<file path="src/bsisp_regs.vh">
`ifndef BSISP_REGS_VH
`define BSISP_REGS_VH

// ----------------------------------------------------------------------
// Register offsets
// ----------------------------------------------------------------------
`define BSISP_CTRL 8'h00
`define BSISP_STAT 8'h04
`define BSISP_SIG 8'h08
`define BSISP_CFG_SEL 2'h1

// ----------------------------------------------------------------------
// Control fields
// ----------------------------------------------------------------------
`define BSISP_CTRL_JTAG_EN 0
`define BSISP_CTRL_TMS_PU 1
`define BSISP_CTRL_TDI_PU 2
`define BSISP_CTRL_KEEP 3
`define BSISP_CTRL_RST 4'h1

// ----------------------------------------------------------------------
// Status fields
// ----------------------------------------------------------------------
`define BSISP_STAT_PROG 8
`define BSISP_STAT_LOCK 9
`define BSISP_STAT_FUSE 10

// ----------------------------------------------------------------------
// Test port pin positions
// ----------------------------------------------------------------------
`define BSISP_TCK 0
`define BSISP_TMS 1
`define BSISP_TDI 2
`define BSISP_TDO 3

// ----------------------------------------------------------------------
// Instruction codes
// ----------------------------------------------------------------------
`define BSISP_I_EXTEST 4'h0
`define BSISP_I_SAMPLE 4'h1
`define BSISP_I_IDCODE 4'h2
`define BSISP_I_HIGHZ 4'h3
`define BSISP_I_P_ENTER 4'h8
`define BSISP_I_P_WRITE 4'h9
`define BSISP_I_P_VERIFY 4'ha
`define BSISP_I_P_SIG 4'hb
`define BSISP_I_P_FUSE 4'hc
`define BSISP_I_P_EXIT 4'hd
`define BSISP_I_BYPASS 4'hf
`define BSISP_IR_CAPT 4'h1

// ----------------------------------------------------------------------
// Data register selection
// ----------------------------------------------------------------------
`define BSISP_DR_BYP 2'h0
`define BSISP_DR_BSR 2'h1
`define BSISP_DR_ID 2'h2
`define BSISP_DR_PRG 2'h3

`endif

</file>
<file path="src/bsisp_pin_cell.v">
`timescale 1ns/1ps
module bsisp_pin_cell (
  input wire pclk,
  input wire presetn,
  input wire capture,
  input wire shift,
  input wire update,
  input wire scan_in,
  input wire pin_val,
  input wire core_val,
  input wire core_en,
  output wire scan_out,
  output reg upd_val,
  output reg upd_en
);
  reg [2:0] cap;

  assign scan_out = cap[2];

  // ----------------------------------------------------------------------
  // Capture stages and update stages
  // ----------------------------------------------------------------------
  always @(posedge pclk or negedge presetn) begin
    if (!presetn) begin
      cap <= 3'h0;
      upd_val <= 1'b0;
      upd_en <= 1'b0;
    end else begin
      if (capture) begin
        cap <= {core_en, core_val, pin_val};
      end else if (shift) begin
        cap <= {cap[1:0], scan_in};
      end
      if (update) begin
        upd_val <= cap[1];
        upd_en <= cap[2];
      end
    end
  end
endmodule

</file>
<file path="src/bsisp_mc_cell.v">
`timescale 1ns/1ps
module bsisp_mc_cell (
  input wire pclk,
  input wire presetn,
  input wire capture,
  input wire shift,
  input wire update,
  input wire scan_in,
  input wire fb_val,
  input wire out_val,
  input wire out_en,
  output wire scan_out,
  output reg upd_val
);
  reg [2:0] cap;

  assign scan_out = cap[2];

  // ----------------------------------------------------------------------
  // Capture stages and single update stage
  // ----------------------------------------------------------------------
  always @(posedge pclk or negedge presetn) begin
    if (!presetn) begin
      cap <= 3'h0;
      upd_val <= 1'b0;
    end else begin
      if (capture) begin
        cap <= {out_en, out_val, fb_val};
      end else if (shift) begin
        cap <= {cap[1:0], scan_in};
      end
      if (update) begin
        upd_val <= cap[0];
      end
    end
  end
endmodule

</file>
<file path="src/bsisp_port.v">
// The APB register port and the register offsets are this design's own decisions.
`timescale 1ns/1ps
`include "bsisp_regs.vh"
module bsisp_port #(
  parameter N_IO = 32,
  parameter N_IN = 4,
  parameter N_MC = 32,
  parameter CFG_AW = 4,
  parameter [31:0] IDCODE_VAL = 32'h00000001 // Arbitrary value
) (
  input wire pclk,
  input wire presetn,
  input wire [7:0] paddr,
  input wire psel,
  input wire penable,
  input wire pwrite,
  input wire [31:0] pwdata,
  output reg [31:0] prdata,
  output reg pready,
  output reg pslverr,
  input wire [N_IO-1:0] io_pin_in,
  output reg [N_IO-1:0] io_pin_out,
  output reg [N_IO-1:0] io_pin_oe,
  input wire [N_IN-1:0] in_pin_in,
  input wire [3:0] jtag_pin_in,
  output reg [3:0] jtag_pin_out,
  output reg [3:0] jtag_pin_oe,
  output reg [N_IO+N_IN-1:0] core_pin_in,
  input wire [N_IO-1:0] core_out,
  input wire [N_IO-1:0] core_oe,
  output reg [3:0] core_jtag_in,
  input wire [3:0] core_jtag_out,
  input wire [3:0] core_jtag_oe,
  input wire [N_MC-1:0] mc_fb,
  output wire [N_MC-1:0] mc_test,
  output reg tms_pullup_en,
  output reg tdi_pullup_en
);
  localparam NP = N_IO + N_IN;
  localparam NS = NP + 4;
  localparam NC = NP + N_MC;
  localparam TLR = 4'h0;
  localparam RTI = 4'h1;
  localparam SDS = 4'h2;
  localparam CDR = 4'h3;
  localparam SHDR = 4'h4;
  localparam E1DR = 4'h5;
  localparam PDR = 4'h6;
  localparam E2DR = 4'h7;
  localparam UDR = 4'h8;
  localparam SIS = 4'h9;
  localparam CIR = 4'ha;
  localparam SHIR = 4'hb;
  localparam E1IR = 4'hc;
  localparam PIR = 4'hd;
  localparam E2IR = 4'he;
  localparam UIR = 4'hf;

  function [1:0] dr_sel;
    input [3:0] ins;
    begin
      if (ins == `BSISP_I_EXTEST || ins == `BSISP_I_SAMPLE) begin
        dr_sel = `BSISP_DR_BSR;
      end else if (ins == `BSISP_I_IDCODE) begin
        dr_sel = `BSISP_DR_ID;
      end else if (ins == `BSISP_I_P_WRITE || ins == `BSISP_I_P_VERIFY ||
                   ins == `BSISP_I_P_SIG) begin
        dr_sel = `BSISP_DR_PRG;
      end else begin
        dr_sel = `BSISP_DR_BYP;
      end
    end
  endfunction

  reg [NS-1:0] pins_s1;
  reg [NS-1:0] pins_s2;
  reg tck_d;
  reg [3:0] ctrl;
  reg [3:0] tap;
  reg [3:0] next_tap;
  reg [3:0] ir;
  reg [3:0] ir_sr;
  reg bypass_sr;
  reg [31:0] id_sr;
  reg [31:0] prog_sr;
  reg [31:0] cfg [0:(1<<CFG_AW)-1];
  reg [CFG_AW-1:0] prog_addr;
  reg [15:0] user_sig;
  reg fuse;
  reg programming;
  reg locked;
  reg [N_IO-1:0] held;
  reg tdo;
  reg tdo_oe;
  reg [N_IO-1:0] next_io_out;
  reg [N_IO-1:0] next_io_oe;
  integer k;
  integer j;

  wire jtag_on = ctrl[`BSISP_CTRL_JTAG_EN];
  wire tck = pins_s2[NP+`BSISP_TCK];
  wire tms = pins_s2[NP+`BSISP_TMS];
  wire tdi = pins_s2[NP+`BSISP_TDI];
  wire tck_rise = jtag_on & tck & ~tck_d;
  wire tck_fall = jtag_on & ~tck & tck_d;
  wire [1:0] sel = dr_sel(ir);
  wire bsr_on = (sel == `BSISP_DR_BSR);
  wire cap_b = tck_rise & (tap == CDR) & bsr_on;
  wire shf_b = tck_rise & (tap == SHDR) & bsr_on;
  wire upd_b = tck_fall & (tap == UDR) & bsr_on;
  wire [NC:0] chain;
  wire [N_IO-1:0] bs_val;
  wire [N_IO-1:0] bs_en;
  wire ir_upd = tck_fall & (tap == UIR);
  wire dr_upd = tck_fall & (tap == UDR) & programming;
  wire bad_stop = programming & (~jtag_on | tap == TLR);
  wire apb_go = psel & penable & ~pready;

  assign chain[0] = tdi;

  // ----------------------------------------------------------------------
  // Pin synchronisers
  // ----------------------------------------------------------------------
  always @(posedge pclk or negedge presetn) begin
    if (!presetn) begin
      pins_s1 <= {NS{1'b0}};
      pins_s2 <= {NS{1'b0}};
      tck_d <= 1'b0;
      core_pin_in <= {NP{1'b0}};
      core_jtag_in <= 4'h0;
    end else begin
      pins_s1 <= {jtag_pin_in, in_pin_in, io_pin_in};
      pins_s2 <= pins_s1;
      tck_d <= tck;
      core_pin_in <= pins_s2[NP-1:0];
      core_jtag_in <= pins_s2[NS-1:NP];
    end
  end

  // ----------------------------------------------------------------------
  // Boundary cells
  // ----------------------------------------------------------------------
  genvar g;
  generate
    for (g = 0; g < NP; g = g + 1) begin : pin_cells
      if (g < N_IO) begin : io_c
        bsisp_pin_cell u_cell (
          .pclk(pclk), .presetn(presetn), .capture(cap_b), .shift(shf_b),
          .update(upd_b), .scan_in(chain[g]), .pin_val(pins_s2[g]),
          .core_val(core_out[g]), .core_en(core_oe[g]),
          .scan_out(chain[g+1]), .upd_val(bs_val[g]), .upd_en(bs_en[g])
        );
      end else begin : in_c
        bsisp_pin_cell u_cell (
          .pclk(pclk), .presetn(presetn), .capture(cap_b), .shift(shf_b),
          .update(upd_b), .scan_in(chain[g]), .pin_val(pins_s2[g]),
          .core_val(1'b0), .core_en(1'b0),
          .scan_out(chain[g+1]), .upd_val(), .upd_en()
        );
      end
    end
    for (g = 0; g < N_MC; g = g + 1) begin : mc_cells
      bsisp_mc_cell u_cell (
        .pclk(pclk), .presetn(presetn), .capture(cap_b), .shift(shf_b),
        .update(upd_b), .scan_in(chain[NP+g]), .fb_val(mc_fb[g]),
        .out_val(core_out[g % N_IO]), .out_en(core_oe[g % N_IO]),
        .scan_out(chain[NP+g+1]), .upd_val(mc_test[g])
      );
    end
  endgenerate

  // ----------------------------------------------------------------------
  // TAP state machine
  // ----------------------------------------------------------------------
  always @* begin
    case (tap)
      TLR: next_tap = tms ? TLR : RTI;
      RTI: next_tap = tms ? SDS : RTI;
      SDS: next_tap = tms ? SIS : CDR;
      CDR: next_tap = tms ? E1DR : SHDR;
      SHDR: next_tap = tms ? E1DR : SHDR;
      E1DR: next_tap = tms ? UDR : PDR;
      PDR: next_tap = tms ? E2DR : PDR;
      E2DR: next_tap = tms ? UDR : SHDR;
      UDR: next_tap = tms ? SDS : RTI;
      SIS: next_tap = tms ? TLR : CIR;
      CIR: next_tap = tms ? E1IR : SHIR;
      SHIR: next_tap = tms ? E1IR : SHIR;
      E1IR: next_tap = tms ? UIR : PIR;
      PIR: next_tap = tms ? E2IR : PIR;
      E2IR: next_tap = tms ? UIR : SHIR;
      default: next_tap = tms ? SDS : RTI;
    endcase
  end

  always @(posedge pclk or negedge presetn) begin
    if (!presetn) begin
      tap <= TLR;
    end else if (!jtag_on) begin
      tap <= TLR;
    end else if (tck_rise) begin
      tap <= next_tap;
    end
  end

  // ----------------------------------------------------------------------
  // Instruction and data shift registers
  // ----------------------------------------------------------------------
  always @(posedge pclk or negedge presetn) begin
    if (!presetn) begin
      ir <= `BSISP_I_IDCODE;
      ir_sr <= 4'h0;
      bypass_sr <= 1'b0;
      id_sr <= 32'h0;
      prog_sr <= 32'h0;
    end else begin
      if (tap == TLR) begin
        ir <= `BSISP_I_IDCODE;
      end else if (ir_upd) begin
        ir <= ir_sr;
      end
      if (tck_rise && tap == CIR) begin
        ir_sr <= `BSISP_IR_CAPT;
      end else if (tck_rise && tap == SHIR) begin
        ir_sr <= {tdi, ir_sr[3:1]};
      end
      if (tck_rise && tap == CDR) begin
        bypass_sr <= 1'b0;
        id_sr <= IDCODE_VAL;
        if (ir == `BSISP_I_P_VERIFY) begin
          prog_sr <= fuse ? 32'h0 : cfg[prog_addr];
        end else if (ir == `BSISP_I_P_SIG) begin
          prog_sr <= {16'h0, user_sig};
        end else begin
          prog_sr <= 32'h0;
        end
      end else if (tck_rise && tap == SHDR) begin
        bypass_sr <= tdi;
        id_sr <= {tdi, id_sr[31:1]};
        prog_sr <= {tdi, prog_sr[31:1]};
      end
    end
  end

  // ----------------------------------------------------------------------
  // Test data output on falling TCK
  // ----------------------------------------------------------------------
  always @(posedge pclk or negedge presetn) begin
    if (!presetn) begin
      tdo <= 1'b0;
      tdo_oe <= 1'b0;
    end else if (!jtag_on) begin
      tdo_oe <= 1'b0;
    end else if (tck_fall) begin
      tdo_oe <= (tap == SHDR) | (tap == SHIR);
      if (tap == SHIR) begin
        tdo <= ir_sr[0];
      end else if (sel == `BSISP_DR_BSR) begin
        tdo <= chain[NC];
      end else if (sel == `BSISP_DR_ID) begin
        tdo <= id_sr[0];
      end else if (sel == `BSISP_DR_PRG) begin
        tdo <= prog_sr[0];
      end else begin
        tdo <= bypass_sr;
      end
    end
  end

  // ----------------------------------------------------------------------
  // Programming sequence, fuse and lock
  // ----------------------------------------------------------------------
  always @(posedge pclk or negedge presetn) begin
    if (!presetn) begin
      programming <= 1'b0;
      locked <= 1'b0;
      fuse <= 1'b0;
      prog_addr <= {CFG_AW{1'b0}};
      user_sig <= 16'h0;
      held <= {N_IO{1'b0}};
      for (k = 0; k < (1 << CFG_AW); k = k + 1) begin
        cfg[k] <= 32'h0;
      end
    end else begin
      if (bad_stop) begin
        programming <= 1'b0;
        locked <= 1'b1;
      end else if (ir_upd && ir_sr == `BSISP_I_P_ENTER) begin
        programming <= 1'b1;
        prog_addr <= {CFG_AW{1'b0}};
        held <= pins_s2[N_IO-1:0];
      end else if (ir_upd && ir_sr == `BSISP_I_P_EXIT && programming) begin
        programming <= 1'b0;
        locked <= 1'b0;
      end else if (ir_upd && ir_sr == `BSISP_I_P_FUSE && programming) begin
        fuse <= 1'b1;
      end else if (dr_upd) begin
        if (ir == `BSISP_I_P_WRITE) begin
          cfg[prog_addr] <= prog_sr;
          prog_addr <= prog_addr + {{(CFG_AW-1){1'b0}}, 1'b1};
        end else if (ir == `BSISP_I_P_VERIFY) begin
          prog_addr <= prog_addr + {{(CFG_AW-1){1'b0}}, 1'b1};
        end else if (ir == `BSISP_I_P_SIG) begin
          user_sig <= prog_sr[15:0];
        end
      end
    end
  end

  // ----------------------------------------------------------------------
  // Pin drive selection
  // ----------------------------------------------------------------------
  always @* begin
    for (j = 0; j < N_IO; j = j + 1) begin
      if (locked) begin
        next_io_out[j] = 1'b0;
        next_io_oe[j] = 1'b0;
      end else if (programming) begin
        next_io_out[j] = held[j];
        next_io_oe[j] = ctrl[`BSISP_CTRL_KEEP];
      end else if (jtag_on && ir == `BSISP_I_HIGHZ) begin
        next_io_out[j] = 1'b0;
        next_io_oe[j] = 1'b0;
      end else if (jtag_on && ir == `BSISP_I_EXTEST) begin
        next_io_out[j] = bs_val[j];
        next_io_oe[j] = bs_en[j];
      end else begin
        next_io_out[j] = core_out[j];
        next_io_oe[j] = core_oe[j];
      end
    end
  end

  always @(posedge pclk or negedge presetn) begin
    if (!presetn) begin
      io_pin_out <= {N_IO{1'b0}};
      io_pin_oe <= {N_IO{1'b0}};
      jtag_pin_out <= 4'h0;
      jtag_pin_oe <= 4'h0;
      tms_pullup_en <= 1'b0;
      tdi_pullup_en <= 1'b0;
    end else begin
      io_pin_out <= next_io_out;
      io_pin_oe <= next_io_oe;
      if (jtag_on) begin
        jtag_pin_out <= {tdo, 3'h0};
        jtag_pin_oe <= {tdo_oe & ~locked, 3'h0};
      end else begin
        jtag_pin_out <= core_jtag_out;
        jtag_pin_oe <= locked ? 4'h0 : core_jtag_oe;
      end
      tms_pullup_en <= jtag_on & ctrl[`BSISP_CTRL_TMS_PU];
      tdi_pullup_en <= jtag_on & ctrl[`BSISP_CTRL_TDI_PU];
    end
  end

  // ----------------------------------------------------------------------
  // APB slave
  // ----------------------------------------------------------------------
  always @(posedge pclk or negedge presetn) begin
    if (!presetn) begin
      ctrl <= `BSISP_CTRL_RST;
      prdata <= 32'h0;
      pready <= 1'b0;
      pslverr <= 1'b0;
    end else if (apb_go) begin
      pready <= 1'b1;
      pslverr <= 1'b0;
      prdata <= 32'h0;
      if (paddr == `BSISP_CTRL) begin
        if (pwrite) begin
          ctrl <= pwdata[3:0];
        end else begin
          prdata <= {28'h0, ctrl};
        end
      end else if (paddr == `BSISP_STAT) begin
        if (!pwrite) begin
          prdata <= {21'h0, fuse, locked, programming, ir, tap};
        end
      end else if (paddr == `BSISP_SIG) begin
        if (!pwrite) begin
          prdata <= {16'h0, user_sig};
        end
      end else if (paddr[7:6] == `BSISP_CFG_SEL && paddr[1:0] == 2'h0 &&
                   paddr[5:2] < (1 << CFG_AW)) begin
        if (!pwrite) begin
          prdata <= fuse ? 32'h0 : cfg[paddr[CFG_AW+1:2]];
        end
      end else begin
        pslverr <= 1'b1;
      end
    end else begin
      pready <= 1'b0;
      pslverr <= 1'b0;
    end
  end
endmodule

</file>
<file path="config.mk">
export PLATFORM = sky130hd
export DESIGN_NAME = bsisp_port
export DESIGN_NICKNAME = d
export VERILOG_FILES = /design/src/bsisp_pin_cell.v /design/src/bsisp_mc_cell.v /design/src/bsisp_port.v
export VERILOG_INCLUDE_DIRS = /design/src
export SDC_FILE = /design/constraint.sdc
export NUM_CORES = 2
export LEC_CHECK = 0
export ABC_AREA = 0
export BUFFER_PORTS_ARGS = -buffer_cell sky130_fd_sc_hd__buf_2
export CORE_MARGIN = 10
export CORE_UTILIZATION = 40
export CTS_CLUSTER_DIAMETER = 150
export CTS_CLUSTER_SIZE = 20
export DETAILED_ROUTE_END_ITERATION = 6
export GPL_TIMING_DRIVEN = 0
export SLEW_MARGIN = 20
export SYNTH_ARGS = -nofsm -noshare
export SYNTH_HDL_FRONTEND = slang
export SYNTH_SLANG_ARGS = --single-unit
</file>
<file path="constraint.sdc">
create_clock -name pclk -period 4.5 [get_ports pclk]
set_clock_uncertainty 0.2 [all_clocks]
set_input_delay 0.45 -clock pclk [delete_from_list [all_inputs] [get_ports pclk]]
set_output_delay 0.45 -clock pclk [all_outputs]
set_load 0.02 [all_outputs]
</file>
==> impl_metrics.py <==
metrics = {
    "outcome": {
        "outcome": "completed",
    },
    "detailed_routing": {
        "route.met3.wl_um": 16100,
        "met2_length_um": 84400,
        "viasPerCell": 5.94,
        "drc": 0,
        "drt-met1-wl_um": 76600,
        "final_antenna_net_count": 0,
        "top_layer_used": "met5",
        "first_iter_violations": 3514,
        "vias": 38400,
        "dr.pass1.iters": 6,
        "wl_per_cell_um": 28.6,
        "routed_wl_um": 185000,
    },
    "layout": {
        "multi_input_area_sq_um": 22400,
        "final_cell_mix": "1,175 x dfrtp_1, 630 x mux2_2, 404 x nand2_1, 393 x buf_2, 263 x clkbuf_1",
        "fillCellCount": 12100,
        "area_growth_pct": 14.4,
        "final_nets": 4865,
        "seqCellArea_sq_um": 29500,
        "drive_above_1_share_pct": 31.3,
        "final_common_cell": "dfrtp_1",
        "utilization_pct": 46.0,
    },
    "global_routing": {
        "grt_pass1_vias": 38500,
        "antenna_found_initial": 9,
        "track_usage_pct": 24.2,
        "grt_pass1_wl_um": 269000,
        "grt_overflow": 0,
        "grt_max_degree": 135,
    },
    "synthesis": {
        "yosysTopAreaCell": "dfrtp_1",
        "yosys_most_used_dff": "dfrtp_1",
        "syn_avg_cell_area_sq_um": 13.1,
        "synth_top_area_share_pct": 54.8,
        "ys_seq_area_share_pct": 54.9,
        "synth_seq_cells": 1177,
        "syn-num-nets": 4300,
        "ys_types": 65,
        "ys_warn_count": 0,
        "async_flop_share_pct": 100,
        "synth_edf_count": 0,
        "synth.area.top_cells": "dfrtp_1 55%, mux2_2 13%, mux4_2 9.1%",
        "synth_area_sq_um": 53600,
        "synthCells": 4107,
    },
    "setup_path": {
        "critPathBufInv": 5,
        "path_cells": "clkbuf_1 > clkbuf_2 > buf_1 > inv_1 > ha_1 > nand2_1 > nor3_1 > buf_2 > mux2_2",
        "start_kind": "register",
        "cp_max_fo": 10,
        "cp_top_family": "buffers and inverters",
        "crit_required_ns": 4.87,
        "timing.rr.end": "cfg[499]",
        "critPathSlowestCell": "nor3_1",
        "reg2reg_slack_ns": 0.1,
        "endpoint_kind": "register",
        "crit_arrival_ns": 4.77,
        "crit_type": "reg -> reg",
        "r2r_start": "prog_addr[1]",
        "reg2reg_depth": 9,
        "cp_slowest_stage_delay_ns": 1.01,
    },
    "die": {
        "die_y_um": 386,
        "num_rows": 134,
        "io_pins": 369,
        "initial_core_util_pct": 40.2,
        "core-area_sq_um": 133000,
        "die_w_um": 386,
        "dieArea_sq_um": 149000,
    },
    "clocking": {
        "root_buffer": "clkbuf_16",
        "insertion_delay_ns": 0.71,
        "cts_made_buffers": 69,
        "clk_pin_slew_worst_paths_ns": 0.08,
        "clockBufferDepth": 3,
        "cts_tree": "done",
        "cts_sinks": 1177,
        "h-tree-depth": 3,
        "cts_setup_buffers": 0,
    },
    "sta": {
        "hold_viol": 0,
        "post-route-period-util_pct": 97.8,
        "max_freq_ghz": 0.227,
        "post-route-min-period_ns": 4.40,
        "setup_viol": 0,
        "slew_viol_final": 0,
        "max_slew_margin_pct": 16.3,
        "setup_slack_ns": 0.0974,
        "rsz0062_at_grt": "no",
        "tightest_slew_ns": 1.26,
    },
    "pwr": {
        "power.leakage_nw": 29.2,
        "ir_worst_vdd_mv": 0.234,
        "power.density_nw_per_um2": 300,
    },
    "place": {
        "post-dp-hpwl_um": 128000,
        "gp_congestion": 0.903,
        "pre_cts_slack_ns": -0.168,
        "io_buffer_count": 336,
    },
    "worst_hold_path": {
        "hold_class": "in -> reg",
        "min_delay_path_depth": 3,
        "min_to": "pin_cells[13].io_c.u_cell.cap[1]",
        "min-delay-start": "core_out[13]",
    },
    "run": {
        "max_cap_viol_count": 0,
    },
}
-- layer usage --
layer / track usage (%) / up-vias
li1: - / 16200
met1: 33.0 / 20100
met2: 37.7 / 1754
met3: 5.55 / 364
met4: 9.07 / 6
met5: 0 / -
-- cell type report --
cell class | count | share of cell area, %
Antenna cell | 6 | 0.0245
Tap cell | 1768 | 3.61
Sequential cell | 1177 | 48.0
Multi-Input combinational cell | 2503 | 36.5
Clock buffer | 83 | 3.01
Timing Repair Buffer | 495 | 5.61
Inverter | 13 | 0.0796
Clock inverter | 7 | 0.159
Buffer | 413 | 2.99
-- sequential cells by signal, summed over array words and instances (netlist names), 12 cells and up --
signal / flops
pin_cells.io_c.u_cell.upd_en: 32
mc_cells.u_cell.cap: 96
id_sr: 31
mc_cells.u_cell.upd_val: 32
prog_sr: 32
user_sig: 16
held: 32
pin_cells.in_c.u_cell.cap: 12
pins_s1: 40
pin_cells.io_c.u_cell.cap: 96
cfg: 512
pins_s2: 40
core_pin_in: 36
pin_cells.io_c.u_cell.upd_val: 32
io_pin_out: 32
prdata: 32
io_pin_oe: 32
-- worst min-delay path, cell delays in order --
cell     delay, ns
buf_2         0.17
a22oi_1       0.17
o21ai_0       0.09
-- metrics by stage --
step / setup TNS [ns] / hold slack [ns] / instance area, sq um / cells / power, mW
after global placement: - / 0.132 / 57500 / 6211 / 11.8
final: 0 / 0.0372 / 61300 / 6465 / 18.4
after CTS: 0 / 0.00650 / 61300 / 6460 / 18.6
after global routing: 0 / 0.0365 / 61300 / 6460 / 19.0
after detailed placement: -1.89 / 0.135 / 57900 / 6223 / 11.8
after floorplan: 0 / -0.0456 / 53600 / 4107 / 11.2
-- kinds of logic after synthesis --
kind of cell / count (synthesis) / share of synthesized area (%)
buffers and inverters: 427 / 3.43
adders and majority gates: 4 / 0.0934
xor gates and xnor gates: 4 / 0.0654
AOI/OAI and AO/OA: 804 / 9.91
muxes: 1015 / 26.0
DFF: 1177 / 54.9
and+or+nand+nor: 676 / 5.53
-- worst max path at each step --
stage / start / to / slack (ns) / cells after the start
after floorplan: prog_addr[0] / cfg[290] / 1.31 / 9
after global placement: presetn / cfg[458] / -23.51 / 1
after detailed placement: prog_addr[0] / cfg[295] / -0.17 / 9
after CTS: prog_addr[0] / cfg[319] / 0.1 / 9
after global routing: prog_addr[1] / cfg[459] / 0.13 / 9
final: prog_addr[1] / cfg[499] / 0.1 / 9
-- report_power, final --
| group | switching [mW] | leakage (nW) | internal [mW] | total, mW |
|---|---|---|---|---|
| registers | 0.0623 | 15.2 | 10.7 | 10.7 |
| logic | 0.679 | 13.1 | 0.324 | 1.00 |
| clock network | 3.71 | 0.946 | 2.98 | 6.69 |
-- cells in the mapped netlist, drive strengths merged, types with 10 or more instances --
library cell and count:
a211oi 10, a21o 11, a21oi 70, a221oi 30, a22o 69, a22oi 210, a31oi 10, buf 147
clkbuf 267, dfrtp 1175, inv 13, mux2 693, mux2i 105, mux4 217, nand2 404, nand3 80
nor2 92, nor2b 20, nor3 14, o211ai 28, o21a 32, o21ai 227, o22ai 92
-- repair_timing --
action                                 in CTS  in global routing
gates resized for setup                     4                  0
hold buffers                              147                  0
setup endpoints to repair                  38                 38
endpoints found under the hold margin     334                  0
No activity file was read; power rests on OpenSTA's default activity.
